### src/rtl/brca_consts.svh
// constants of the bridge command and result access block
`ifndef BRCA_CONSTS_SVH
`define BRCA_CONSTS_SVH

// command codes, first data byte after the write address
`define BRCA_CMD_READ_BYTE    8'h96
`define BRCA_CMD_SINGLE_SLOT  8'h87
`define BRCA_CMD_SEARCH_TRIPLE 8'h78
`define BRCA_CMD_POINTER      8'he1

// pointer codes
`define BRCA_PTR_READ_DATA    8'he1
`define BRCA_PTR_STATUS       8'hf0

// status byte field positions
`define BRCA_STS_BUSY         0
`define BRCA_STS_SLOT_BIT     5
`define BRCA_STS_SECOND_BIT   6
`define BRCA_STS_DIRECTION    7

// status reset value
`define BRCA_STS_RESET        8'h00

// clock period and line slot times in ns
`define BRCA_CLK_NS           20
`define BRCA_T_LOW_ONE_NS     6000
`define BRCA_T_LOW_ZERO_NS    60000
`define BRCA_T_SAMPLE_NS      15000
`define BRCA_T_SLOT_NS        80000

// slot times as clock counts: lows round up, sample point rounds down
`define BRCA_N_LOW_ONE  ((`BRCA_T_LOW_ONE_NS + `BRCA_CLK_NS - 1) / `BRCA_CLK_NS)
`define BRCA_N_LOW_ZERO ((`BRCA_T_LOW_ZERO_NS + `BRCA_CLK_NS - 1) / `BRCA_CLK_NS)
`define BRCA_N_SAMPLE   (`BRCA_T_SAMPLE_NS / `BRCA_CLK_NS)
`define BRCA_N_SLOT     ((`BRCA_T_SLOT_NS + `BRCA_CLK_NS - 1) / `BRCA_CLK_NS)

`endif

### src/rtl/brca_pkg.sv
// types of the bridge command and result access block
package brca_pkg;

	// serial port states
	typedef enum logic [4:0] {
		S_IDLE = 5'b00001,
		S_ADDR = 5'b00010,
		S_WR   = 5'b00100,
		S_RD   = 5'b01000,
		S_WAIT = 5'b10000
	} brca_port_st_t;

	// what the next written byte means
	typedef enum logic [3:0] {
		X_CMD  = 4'b0001,
		X_PTR  = 4'b0010,
		X_PRM  = 4'b0100,
		X_DONE = 4'b1000
	} brca_expect_t;

	// line engine states
	typedef enum logic [2:0] {
		E_IDLE = 3'b001,
		E_SLOT = 3'b010,
		E_PUSH = 3'b100
	} brca_eng_st_t;

	// line operations
	typedef enum logic [2:0] {
		OP_READ_BYTE = 3'b001,
		OP_SINGLE    = 3'b010,
		OP_TRIPLE    = 3'b100
	} brca_op_t;

endpackage

### src/rtl/brca_fifo.sv
// small first-in first-out buffer with registered read data
`timescale 1ns/1ns
module brca_fifo #(
	parameter int WIDTH = 8,
	parameter int DEPTH = 16
) (
	// clock and reset
	input  wire logic             clk,
	input  wire logic             rst,
	// filling side
	input  wire logic             in_valid,
	output logic                  in_ready,
	input  wire logic [WIDTH-1:0] in_data,
	// draining side
	output logic                  out_valid,
	input  wire logic             out_ready,
	output logic      [WIDTH-1:0] out_data
);
	localparam int AW = $clog2(DEPTH);

	logic [WIDTH-1:0] mem [DEPTH];
	logic [AW-1:0]    wptr_q, wptr_d;
	logic [AW-1:0]    rptr_q, rptr_d;
	logic [AW:0]      count_q, count_d;
	logic [WIDTH-1:0] head_q, head_d;
	logic             push;
	logic             pop;

	// honest full and empty
	assign in_ready  = (count_q != (AW+1)'(DEPTH));
	assign out_valid = (count_q != '0);
	assign out_data  = head_q;
	assign push      = in_valid & in_ready;
	assign pop       = out_valid & out_ready;

	// pointers, count and registered head word
	always_comb begin
		wptr_d  = push ? wptr_q + AW'(1) : wptr_q;
		rptr_d  = pop ? rptr_q + AW'(1) : rptr_q;
		count_d = count_q + (AW+1)'(push) - (AW+1)'(pop);
		head_d  = head_q;
		if (push && (count_q == '0 || (pop && count_q == (AW+1)'(1)))) begin
			head_d = in_data; // head bypass when buffer runs dry
		end else if (pop) begin
			head_d = mem[rptr_q + AW'(1)];
		end
	end

	// state registers
	always_ff @(posedge clk) begin
		if (rst) begin
			wptr_q  <= '0;
			rptr_q  <= '0;
			count_q <= '0;
			head_q  <= '0;
		end else begin
			wptr_q  <= wptr_d;
			rptr_q  <= rptr_d;
			count_q <= count_d;
			head_q  <= head_d;
		end
	end

	// storage array
	always_ff @(posedge clk) begin
		if (push) begin
			mem[wptr_q] <= in_data;
		end
	end
endmodule // brca_fifo

### src/rtl/brca_top.sv
// serial slave port, command interpreter and single-wire line engine
`timescale 1ns/1ns
`include "brca_consts.svh"
module brca_top
	import brca_pkg::*;
#(
	parameter logic [6:0] I2C_ADDR   = 7'h2a, // arbitrary slave address
	parameter int         FIFO_DEPTH = 16
) (
	// clock and reset
	input  wire logic CLK,
	input  wire logic RST,
	// serial host port
	input  wire logic SCL_I,
	input  wire logic SDA_I,
	output logic      SDA_O,
	output logic      SDA_OE,
	// single-wire line
	input  wire logic LINE_I,
	output logic      LINE_O,
	output logic      LINE_OE,
	// status
	output logic      LINE_BUSY
);
	localparam logic [11:0] N_LOW_ONE  = 12'(`BRCA_N_LOW_ONE);
	localparam logic [11:0] N_LOW_ZERO = 12'(`BRCA_N_LOW_ZERO);
	localparam logic [11:0] N_SAMPLE   = 12'(`BRCA_N_SAMPLE);
	localparam logic [11:0] N_SLOT     = 12'(`BRCA_N_SLOT);

	// line command codes that the busy flag blocks
	function automatic logic is_line_cmd(input logic [7:0] b);
		is_line_cmd = (b == `BRCA_CMD_READ_BYTE) || (b == `BRCA_CMD_SINGLE_SLOT) ||
			(b == `BRCA_CMD_SEARCH_TRIPLE);
	endfunction

	// pin synchronisers
	logic scl_m, scl_s, scl_p;
	logic sda_m, sda_s, sda_p;
	logic line_m, line_s;

	// serial port state
	brca_port_st_t st_q, st_d;
	brca_expect_t  exp_q, exp_d;
	logic [3:0]    cnt_q, cnt_d;
	logic [7:0]    sh_q, sh_d;
	logic [7:0]    tx_q, tx_d;
	logic          oe_q, oe_d;
	logic          rw_q, rw_d;
	logic          nack_q, nack_d;
	logic          ptr_data_q, ptr_data_d;
	logic [7:0]    rdata_q, rdata_d;
	brca_op_t      pend_q, pend_d;

	// handshakes between port and engine
	logic          go;
	brca_op_t      go_op;
	logic          go_prm;
	logic          pop;

	// engine state
	brca_eng_st_t  eng_q, eng_d;
	brca_op_t      op_q, op_d;
	logic [11:0]   tc_q, tc_d;
	logic [1:0]    sidx_q, sidx_d;
	logic [2:0]    bidx_q, bidx_d;
	logic          wbit_q, wbit_d;
	logic          prm_q, prm_d;
	logic          low_q, low_d;
	logic [7:0]    rbyte_q, rbyte_d;
	logic          sbr_q, sbr_d;
	logic          tsb_q, tsb_d;
	logic          dir_q, dir_d;

	// buffer wires
	logic          fifo_in_ready;
	logic          fifo_out_valid;
	logic [7:0]    fifo_out_data;
	logic          busy;

	// edge and condition detection on synchronised pins
	logic scl_rise, scl_fall, start_c, stop_c;
	logic [7:0] status_byte;
	logic [7:0] load_byte;
	logic       ack;

	assign scl_rise = scl_s & ~scl_p;
	assign scl_fall = ~scl_s & scl_p;
	assign start_c  = scl_s & scl_p & sda_p & ~sda_s;
	assign stop_c   = scl_s & scl_p & ~sda_p & sda_s;
	assign busy     = (eng_q != E_IDLE);

	// outputs: open-drain data, clock never driven
	assign SDA_O     = 1'b0;
	assign SDA_OE    = oe_q;
	assign LINE_O    = 1'b0;
	assign LINE_OE   = low_q;
	assign LINE_BUSY = busy;

	// status byte built from engine state
	always_comb begin
		status_byte                         = `BRCA_STS_RESET;
		status_byte[`BRCA_STS_BUSY]         = busy;
		status_byte[`BRCA_STS_SLOT_BIT]     = sbr_q;
		status_byte[`BRCA_STS_SECOND_BIT]   = tsb_q;
		status_byte[`BRCA_STS_DIRECTION]    = dir_q;
	end

	// read data: buffered byte first, else the last one fetched
	always_comb begin
		if (!ptr_data_q) begin
			load_byte = status_byte;
		end else if (fifo_out_valid) begin
			load_byte = fifo_out_data;
		end else begin
			load_byte = rdata_q;
		end
	end

	// two flip-flops on every pin before any logic
	always_ff @(posedge CLK) begin
		if (RST) begin
			scl_m  <= 1'b1;
			scl_s  <= 1'b1;
			scl_p  <= 1'b1;
			sda_m  <= 1'b1;
			sda_s  <= 1'b1;
			sda_p  <= 1'b1;
			line_m <= 1'b1;
			line_s <= 1'b1;
		end else begin
			scl_m  <= SCL_I;
			scl_s  <= scl_m;
			scl_p  <= scl_s;
			sda_m  <= SDA_I;
			sda_s  <= sda_m;
			sda_p  <= sda_s;
			line_m <= LINE_I;
			line_s <= line_m;
		end
	end

	// serial port and command decode next state
	always_comb begin
		st_d       = st_q;
		exp_d      = exp_q;
		cnt_d      = cnt_q;
		sh_d       = sh_q;
		tx_d       = tx_q;
		oe_d       = oe_q;
		rw_d       = rw_q;
		nack_d     = nack_q;
		ptr_data_d = ptr_data_q;
		rdata_d    = rdata_q;
		pend_d     = pend_q;
		go         = 1'b0;
		go_op      = pend_q;
		go_prm     = 1'b0;
		pop        = 1'b0;
		ack        = 1'b0;
		if (stop_c) begin
			st_d = S_IDLE;
			oe_d = 1'b0;
		end else if (start_c) begin
			st_d  = S_ADDR;
			exp_d = X_CMD;
			cnt_d = 4'd0;
			oe_d  = 1'b0;
		end else if (st_q != S_IDLE && st_q != S_WAIT) begin
			if (scl_rise) begin
				if (cnt_q < 4'd8) begin
					sh_d = {sh_q[6:0], sda_s};
				end else if (st_q == S_RD) begin
					nack_d = sda_s; // master acknowledge bit
				end
				cnt_d = cnt_q + 4'd1;
			end else if (scl_fall) begin
				if (cnt_q == 4'd8) begin
					unique case (st_q)
						S_ADDR: begin
							ack  = (sh_q[7:1] == I2C_ADDR);
							rw_d = sh_q[0];
						end
						S_WR: begin
							unique case (exp_q)
								X_CMD: begin
									if (sh_q == `BRCA_CMD_POINTER) begin
										ack   = 1'b1;
										exp_d = X_PTR;
									end else if (is_line_cmd(sh_q) && busy) begin
										ack   = 1'b0;
									end else if (sh_q == `BRCA_CMD_READ_BYTE) begin
										ack        = fifo_in_ready;
										go         = fifo_in_ready;
										go_op      = OP_READ_BYTE;
										ptr_data_d = fifo_in_ready ? 1'b0 : ptr_data_q;
										exp_d      = X_DONE;
									end else if (sh_q == `BRCA_CMD_SINGLE_SLOT) begin
										ack    = 1'b1;
										pend_d = OP_SINGLE;
										exp_d  = X_PRM;
									end else if (sh_q == `BRCA_CMD_SEARCH_TRIPLE) begin
										ack    = 1'b1;
										pend_d = OP_TRIPLE;
										exp_d  = X_PRM;
									end
								end
								X_PTR: begin
									ack = (sh_q == `BRCA_PTR_READ_DATA) ||
										(sh_q == `BRCA_PTR_STATUS);
									if (ack) begin
										ptr_data_d = (sh_q == `BRCA_PTR_READ_DATA);
									end
									exp_d = X_DONE;
								end
								X_PRM: begin
									ack        = 1'b1;
									go         = 1'b1;
									go_prm     = sh_q[7];
									ptr_data_d = 1'b0;
									exp_d      = X_DONE;
								end
								X_DONE: ack = 1'b0;
							endcase
						end
						S_RD: ack = 1'b0; // release for master acknowledge
						default: ack = 1'b0;
					endcase
					oe_d = ack;
					if (st_q != S_RD && !ack) begin
						st_d = S_WAIT; // refused, wait for stop or start
					end
				end else if (cnt_q == 4'd9) begin
					cnt_d = 4'd0;
					oe_d  = 1'b0;
					if (st_q == S_ADDR) begin
						st_d = rw_q ? S_RD : S_WR;
					end else if (st_q == S_RD && nack_q) begin
						st_d = S_WAIT;
					end
					if ((st_q == S_ADDR && rw_q) || (st_q == S_RD && !nack_q)) begin
						tx_d = load_byte;
						oe_d = ~load_byte[7];
						if (ptr_data_q && fifo_out_valid) begin
							pop     = 1'b1;
							rdata_d = fifo_out_data;
						end
					end
				end else if (st_q == S_RD && cnt_q != 4'd0) begin
					oe_d = ~tx_q[3'd7 - cnt_q[2:0]];
				end
			end
		end
	end

	// serial port registers
	always_ff @(posedge CLK) begin
		if (RST) begin
			st_q       <= S_IDLE;
			exp_q      <= X_CMD;
			cnt_q      <= 4'd0;
			sh_q       <= 8'h00;
			tx_q       <= 8'h00;
			oe_q       <= 1'b0;
			rw_q       <= 1'b0;
			nack_q     <= 1'b0;
			ptr_data_q <= 1'b0;
			rdata_q    <= 8'h00;
			pend_q     <= OP_SINGLE;
		end else begin
			st_q       <= st_d;
			exp_q      <= exp_d;
			cnt_q      <= cnt_d;
			sh_q       <= sh_d;
			tx_q       <= tx_d;
			oe_q       <= oe_d;
			rw_q       <= rw_d;
			nack_q     <= nack_d;
			ptr_data_q <= ptr_data_d;
			rdata_q    <= rdata_d;
			pend_q     <= pend_d;
		end
	end

	// line engine next state: slots of fixed length
	always_comb begin
		eng_d   = eng_q;
		op_d    = op_q;
		tc_d    = tc_q;
		sidx_d  = sidx_q;
		bidx_d  = bidx_q;
		wbit_d  = wbit_q;
		prm_d   = prm_q;
		rbyte_d = rbyte_q;
		sbr_d   = sbr_q;
		tsb_d   = tsb_q;
		dir_d   = dir_q;
		low_d   = 1'b0;
		unique case (eng_q)
			E_IDLE: begin
				if (go) begin
					eng_d  = E_SLOT;
					op_d   = go_op;
					prm_d  = go_prm;
					tc_d   = 12'd0;
					sidx_d = 2'd0;
					bidx_d = 3'd0;
					wbit_d = (go_op == OP_SINGLE) ? go_prm : 1'b1;
				end
			end
			E_SLOT: begin
				tc_d  = tc_q + 12'd1;
				low_d = (tc_q < (wbit_q ? N_LOW_ONE : N_LOW_ZERO)); // full count of low cycles
				if (tc_q == N_SAMPLE) begin
					unique case (op_q)
						OP_READ_BYTE: rbyte_d = {line_s, rbyte_q[7:1]};
						OP_SINGLE:    sbr_d   = line_s;
						OP_TRIPLE: begin
							if (sidx_q == 2'd0) begin
								sbr_d = line_s;
							end else if (sidx_q == 2'd1) begin
								tsb_d = line_s;
							end
						end
					endcase
				end
				if (tc_q == N_SLOT - 12'd1) begin
					tc_d   = 12'd0;
					low_d  = 1'b0;
					sidx_d = sidx_q + 2'd1;
					bidx_d = bidx_q + 3'd1;
					unique case (op_q)
						OP_READ_BYTE: eng_d = (bidx_q == 3'd7) ? E_PUSH : E_SLOT;
						OP_SINGLE:    eng_d = E_IDLE;
						OP_TRIPLE: begin
							if (sidx_q == 2'd1) begin
								// both bits alike: take the given direction, or one if no answer
								dir_d  = (sbr_q ^ tsb_q) ? sbr_q : (sbr_q | prm_q);
								wbit_d = (sbr_q ^ tsb_q) ? sbr_q : (sbr_q | prm_q);
							end else if (sidx_q == 2'd2) begin
								eng_d = E_IDLE;
							end
						end
					endcase
				end
			end
			E_PUSH: begin
				if (fifo_in_ready) begin
					eng_d = E_IDLE; // busy holds until the byte is stored
				end
			end
			default: eng_d = E_IDLE;
		endcase
	end

	// line engine registers
	always_ff @(posedge CLK) begin
		if (RST) begin
			eng_q   <= E_IDLE;
			op_q    <= OP_SINGLE;
			tc_q    <= 12'd0;
			sidx_q  <= 2'd0;
			bidx_q  <= 3'd0;
			wbit_q  <= 1'b1;
			prm_q   <= 1'b0;
			low_q   <= 1'b0;
			rbyte_q <= 8'h00;
			sbr_q   <= 1'b0;
			tsb_q   <= 1'b0;
			dir_q   <= 1'b0;
		end else begin
			eng_q   <= eng_d;
			op_q    <= op_d;
			tc_q    <= tc_d;
			sidx_q  <= sidx_d;
			bidx_q  <= bidx_d;
			wbit_q  <= wbit_d;
			prm_q   <= prm_d;
			low_q   <= low_d;
			rbyte_q <= rbyte_d;
			sbr_q   <= sbr_d;
			tsb_q   <= tsb_d;
			dir_q   <= dir_d;
		end
	end

	// received bytes wait here until the host reads them
	brca_fifo #(
		.WIDTH (8),
		.DEPTH (FIFO_DEPTH)
	) u_fifo (
		.clk       (CLK),
		.rst       (RST),
		.in_valid  (eng_q == E_PUSH),
		.in_ready  (fifo_in_ready),
		.in_data   (rbyte_q),
		.out_valid (fifo_out_valid),
		.out_ready (pop),
		.out_data  (fifo_out_data)
	);
endmodule // brca_top

### config.mk
export PLATFORM = sky130hd
export DESIGN_NAME = brca_top
export DESIGN_NICKNAME = d
export VERILOG_FILES = /design/src/rtl/brca_pkg.sv /design/src/rtl/brca_fifo.sv /design/src/rtl/brca_top.sv
export VERILOG_INCLUDE_DIRS = /design/src /design/src/rtl
export SDC_FILE = /design/constraint.sdc
export NUM_CORES = 1
export LEC_CHECK = 0
export BUFFER_PORTS_ARGS = -buffer_cell sky130_fd_sc_hd__clkbuf_2
export CORE_ASPECT_RATIO = 1.2
export CORE_MARGIN = 2
export CORE_UTILIZATION = 40
export CTS_CLUSTER_SIZE = 14
export DETAILED_ROUTE_END_ITERATION = 12
export PLACE_DENSITY = 0.59
export RECOVER_POWER = 50
export SKIP_LAST_GASP = 1
export SLEW_MARGIN = 5
export SYNTH_ARGS = -nofsm -noshare
export SYNTH_HDL_FRONTEND = slang
export SYNTH_SLANG_ARGS = --single-unit
### constraint.sdc
create_clock -name CLK -period 5.3 [get_ports CLK]
set_input_delay 0 -clock CLK [delete_from_list [all_inputs] [get_ports CLK]]
set_output_delay 0 -clock CLK [all_outputs]
set_load 0.01 [all_outputs]
== After elaboration in Yosys (flattened, before gate mapping) ==
Memories as Yosys holds them, arrays and structs flattened.
Index checks and enable logic that the tools add are counted.
W data, S select, Z words.

* Bitwise logic cells: 27
* Order comparisons: 3
* Shift operators: 0
* $mul: 0
* Multiplexer cells: 127
* Reductions and logical operators: 63
* Eq/ne operators: 52
* Div/mod/pow operators: 0
* Add/sub/neg operators: 9

{| class="wikitable"
|+ Operator list
! cell !! number
|-
| $mux W4 || 18
|-
| $mux W3 || 21
|-
| $mux W1 || 57
|-
| $mux W12 || 3
|-
| $eq A8 B8 Y1 const B || 4
|-
| $mux W8 || 4
|-
| $mux W5 || 5
|-
| $reduce_and A5 Y1 || 5
|-
| $pmux W12 S2 || 1
|-
| $ne A2 B2 Y1 const B || 11
|-
| $reduce_bool A3 Y1 || 7
|-
| $pmux W3 S3 || 2
|-
| $reduce_and A6 Y1 || 3
|-
| $reduce_and A9 Y1 || 2
|-
| $reduce_bool A2 Y1 || 9
|-
| $not A1 Y1 || 16
|-
| $reduce_and A13 Y1 || 1
|-
| $add A12 B1 Y12 const B || 1
|-
| $add A4 B1 Y4 const B || 3
|-
| $eq A12 B10 Y1 const B || 1
|-
| $eq A12 B12 Y1 const B || 1
|-
| $eq A4 B4 Y1 const B || 3
|-
| $lt A12 B12 Y1 || 1
|-
| $mux W2 || 6
|-
| other kinds (55) || 96
|}

* Bits in latches: 0
* Bits in writable memories: 128
* Memories kept: 1
* ROM bits: 0
* Bits of input ports: 5
* Logic and storage cells: 318
* Output and inout port bits: 5
* Flip-flop bits (word level): 110

{| class="wikitable"
|+ Memory list
! name !! words !! bits a word !! rd ports !! clocked after Yosys merged registers in !! wr ports !! RTL line !! text
|-
| u_fifo.mem || 16 || 8 || 1 || 0 || 1 || brca_fifo.sv:21 || <nowiki>logic [WIDTH-1:0] mem [DEPTH];</nowiki>
|}

== Depth between registers and ports, before layout ==
* Depth in word-level cells: 22
* Depth in mapped cells: 19
* Depth with buffers taken out: 17

== Modules after synthesis ==
From an unflattened synthesis, not the netlist that was laid out.

* Cells, all modules: 920
* Area total of the unflattened synthesis: 10,918.0 µm²

{| class="wikitable"
|+ By module, submodules not included
! module !! instances !! cells an instance !! area each (µm²)
|-
| brca_fifo || 1 || 368 || 6,233.5
|-
| brca_top || 1 || 552 || 4,684.5
|}

== Least setup slack after synthesis ==
Ideal clock, no wire load.

* Path kind: reg-to-reg
* Start: register u_fifo.count_q[3]
* End: register u_fifo.count_q[4]
* Required time: 5.230 ns
* Setup time: 0.070 ns
* Arrival: 3.141 ns
* Path slack: 2.089 ns
* Stages on the path, launching flop included: 19
* Cell sequence: dfxtp_1 -> inv_1 -> ha_1 -> nor4b_1 -> clkbuf_1 -> nand4b_2 -> buf_4 -> buf_6 -> inv_1 -> ha_1 -> inv_1 -> ha_1 -> inv_1 -> fa_1 -> inv_1 -> a21oi_1 -> nor2_1 -> or3_1 -> a21oi_1

* Cells in the longest elaborated chain, start to end: 13
* Elaborated cells on any way between the ends: 16

{| class="wikitable"
|+ Ends and longest elaborated chain
! element !! RTL line !! text
|-
| start: declaration || brca_fifo.sv:24 || <nowiki>logic [AW:0] count_q, count_d;</nowiki>
|-
| start signal: assignment || brca_fifo.sv:59 || <nowiki>count_q <= count_d;</nowiki>
|-
| $reduce_bool A5 Y1 * || brca_fifo.sv:31 || <nowiki>assign out_valid = (count_q != '0);</nowiki>
|-
| $logic_and A1 B1 Y1 || brca_top.sv:243 || <nowiki>if (ptr_data_q && fifo_out_valid) begin</nowiki>
|-
| $mux W1 || brca_top.sv:243 ||
|-
| $mux W1 || brca_top.sv:240 || <nowiki>if ((st_q == S_ADDR && rw_q) || (st_q == S_RD && !nack_q)) begin</nowiki>
|-
| $mux W1 || brca_top.sv:232 || <nowiki>end else if (cnt_q == 4'd9) begin</nowiki>
|-
| $mux W1 || brca_top.sv:177 || <nowiki>if (cnt_q == 4'd8) begin</nowiki>
|-
| $mux W1 || brca_top.sv:176 || <nowiki>end else if (scl_fall) begin</nowiki>
|-
| $mux W1 || brca_top.sv:169 || <nowiki>if (scl_rise) begin</nowiki>
|-
| $mux W1 || brca_top.sv:168 || <nowiki>end else if (st_q != S_IDLE && st_q != S_WAIT) begin</nowiki>
|-
| $mux W1 || brca_top.sv:163 || <nowiki>end else if (start_c) begin</nowiki>
|-
| $mux W1 || brca_top.sv:160 || <nowiki>if (stop_c) begin</nowiki>
|-
| $and A1 B1 Y1 * || brca_fifo.sv:34 || <nowiki>assign pop = out_valid & out_ready;</nowiki>
|-
| net u_fifo.pop || brca_fifo.sv:27 || <nowiki>logic pop;</nowiki>
|-
| $sub A5 B1 Y5 * || brca_fifo.sv:40 || <nowiki>count_d = count_q + (AW+1)'(push) - (AW+1)'(pop);</nowiki>
|}

Mark *: on every way through the listed nets, which the timed path passes. The rest lies on a longest branch.
A chain may end at the register's enable or synchronous reset.

== Worst setup path in the final report ==
* Start: register st_q[0]
* End: register u_fifo.count_q[4]

* Cells in the longest elaborated chain, start to end: 13
* Elaborated cells on any way between the ends: 18

{| class="wikitable"
|+ Ends and longest elaborated chain
! element !! RTL line !! text
|-
| start: declaration || brca_top.sv:42 || <nowiki>brca_port_st_t st_q, st_d;</nowiki>
|-
| start signal: assignment || brca_top.sv:270 || <nowiki>st_q <= st_d;</nowiki>
|-
| $eq A5 B2 Y1 / $eq A5 B4 Y1 (equally long branches) || brca_top.sv:240 ||
|-
| $logic_and A1 B1 Y1 || brca_top.sv:240 ||
|-
| $logic_or A1 B1 Y1 || brca_top.sv:240 ||
|-
| $mux W1 || brca_top.sv:240 ||
|-
| $mux W1 || brca_top.sv:232 ||
|-
| $mux W1 || brca_top.sv:177 ||
|-
| $mux W1 || brca_top.sv:176 ||
|-
| $mux W1 || brca_top.sv:169 ||
|-
| $mux W1 * || brca_top.sv:168 ||
|-
| $mux W1 * || brca_top.sv:163 ||
|-
| $mux W1 * || brca_top.sv:160 ||
|-
| $and A1 B1 Y1 * || brca_fifo.sv:34 ||
|-
| net u_fifo.pop || brca_fifo.sv:27 ||
|-
| $sub A5 B1 Y5 * || brca_fifo.sv:40 ||
|}

Marked as above.

==> run summary <==
Status -> finished, violations left
Failing checks -> max-capacitance violations, max-slew violations
Cts hold-fix bufs -> 4
Initial antenna violation count -> 0
Vias -> 6,693
Min-delay src -> LINE_I
Die area -> 28,200 µm²
Yosys warns -> 0
I/O pin total -> 10
Total Wirelength -> 21.8 mm
Arrival time worst endpoint -> 3.84 ns
Slew Limit Fails -> 49
Antenna Violating Nets Remaining -> 0
CTS Root Cell -> clkbuf_16
Worst R2R Start -> st_q[0]
Final core occ -> 45.6%
CTS buffer count -> 26
Pre-antenna DRT Iters -> 5
DRC violations left -> 0
Resize count post-CTS -> 0
Starting Density -> 40.7%
Vias in the first global route -> 6,598
Detailed Place HPWL -> 14.1 mm
Die H -> 183 µm
Crit path time final -> 3.55 ns
Port buffer count -> 7
WL/cell -> 17.7 µm
Slew margin rel. -> -55.0%
Routability cong. -> 0.808
Synth unique cells -> 71
Startpoint Class -> flip-flop
DRT iter0 DRCs -> 377
Layout cell share with drive strength beyond 1 -> 13.9%
CP required -> 5.59 ns
Hold crit path type -> input pin to flip-flop
Most frequent cells after synthesis -> 128 x edfxtp_1, 109 x dfxtp_1, 91 x nor2_1
RSZ-0062 raised after global routing -> false
Core area -> 26,400 µm²
Setup TNS -> 0 ns
Maximum root-to-sink buffer count -> 3
Achievable Freq -> 282 MHz
# setup viols final -> 0
CP endpoint kind -> flip-flop
Mapped Area -> 10,700 µm²
Setup repair bufs after CTS -> 0
GRT Total Usage -> 15.4%
Number of synthesized flops with an enable pin -> 128
Clk slew on worst S/H paths -> 0.06 ns
Post-Synthesis Cells -> 878
CP Class -> flip-flop to flip-flop
Yosys reg bits -> 237
Count leader, synth -> edfxtp_1
Synth area leaders -> edfxtp_1 36%, dfxtp_1 20%, mux4_2 6.7%
Sequential area share after synthesis -> 56.1%
DR vias/cell -> 5.42
Worst-path maximum fanout -> 24
Cell Rows -> 65
Worst Tran Pin Value -> 2.33 ns
Final Net Count -> 915
Max-Cap Viols -> 1
Synth area leader -> edfxtp_1
Mean Syn Cell Area -> 12.2 µm²
Top-area cell type share of the netlist area -> 35.8%
Ys flop type -> edfxtp_1
Die Wd -> 154 µm
GR Overflow Total -> 0
Synth async-reset ratio -> 0%
Leak -> 4.10 nW
CTS sink count -> 237
Worst vdd ir -> 0.285 mV
Layout Area Growth over Synthesis -> 12.0%
Fin crit share -> 67.0%
Clk_lat worst skew -> 0.53 ns
TritonCTS clock tree -> yes
Crit path from -> st_q[0]
Largest net degree at the start of global routing -> 61
Layout Skew -> 0.0212 ns
Inserted Diodes -> 0
P per Cell Area -> 328 nW/µm²
First-pass GRT wire length -> 35.3 mm
H-tree levels -> 1
Final-report hold violation count -> 0
[critical path, stage by stage (launching register included)]
cell      delay, ns
dfxtp_1        0.44
xnor2_1        0.09
nor4_1         0.61
nor3_1         0.24
nand4b_2       0.16
buf_4          0.31
inv_1          0.08
ha_1           0.29
inv_1          0.05
ha_1           0.16
inv_1          0.06
fa_1           0.41
inv_1          0.07
a21oi_1        0.06
nor2_1         0.11
or3_1          0.12
a21oi_1        0.05
[path summary, 6_finish.rpt]
| check | endpoint | slack [ns] | cells past startpoint |
|---|---|---|---|
| worst min-delay path | line_m | 0.21 | 3 |
| worst max register to register | u_fifo.count_q[4] | 1.75 | 16 |
| worst max-delay path | u_fifo.count_q[4] | 1.75 | 16 |
| worst min register to register | sda_s | 0.41 | 1 |
[flip-flops by register name, summed over array words and instances, names as in the netlist, 5 cells and up]
name,count
rdata_q,8
u_fifo.mem,128
rbyte_q,8
tx_q,8
u_fifo.count_q,5
tc_q,12
st_q,5
u_fifo.out_data,8
sh_q,8
[placed cells by master, fill, tap and decap left out, types with 16 or more instances in the layout]
| master | instances |
|---|---|
| nor2_1 | 91 |
| nor3_1 | 16 |
| nand2b_1 | 16 |
| a21oi_1 | 32 |
| inv_1 | 31 |
| nor2b_1 | 16 |
| mux2i_1 | 50 |
| edfxtp_1 | 128 |
| clkbuf_16 | 27 |
| nand2_1 | 47 |
| o21ai_0 | 24 |
| dfxtp_1 | 108 |
| nand3_1 | 16 |
| mux4_2 | 32 |
| ha_1 | 27 |
[per-stage QoR]
stage               power, mW  cells  area [µm²]  hold WS, ns  setup WS, ns
floorplan                2.00    879       10700        0.104          2.09
global placement         2.01   1184       11000        0.192          1.83
detailed placement       2.01   1184       11000        0.192          1.82
CTS                      4.00   1236       12000        0.192          1.78
global route             4.08   1236       12000        0.205          1.36
finish                   3.95   1236       12000        0.206          1.75
[power by group]
| group | switching, mW | leakage [nW] | internal, mW | total [mW] |
|---|---|---|---|---|
| clock | 0.729 | 0.455 | 1.25 | 1.98 |
| sequential | 0.00456 | 2.07 | 1.92 | 1.92 |
| combinational | 0.0298 | 1.58 | 0.0157 | 0.0455 |
| total | 0.763 | 4.10 | 3.19 | 3.95 |
[routing by layer]
layer	track usage, %	vias up	wire [µm]
met5	0	-	0
met4	5.47	0	683
met3	2.22	40	702
met2	26.2	97	10400
met1	20.3	3246	10000
li1	-	3310	-
[final cells by class]
cell class | instances | area, µm²
Clock buffer | 34 | 722
Clock inverter | 14 | 226
Fill cell | 2434 | 14300
Inverter | 32 | 120
Multi-Input combinational cell | 563 | 4360
Sequential cell | 237 | 6030
Tap cell | 335 | 419
Timing Repair Buffer | 21 | 146
[logic make-up after synthesis]
kind of cell	Yosys count	synth area share (%)
AO/OA/AOI/OAI	153	10.1
buffers and inverters	79	3.35
AND/OR/NAND/NOR	277	13.8
multiplexers	89	12.1
other	1	0.0349
XOR/XNOR	13	1.06
adder cells (fa/ha/maj)	29	3.45
flip-flops	237	56.1
No activity file was read; power rests on OpenSTA's default activity.
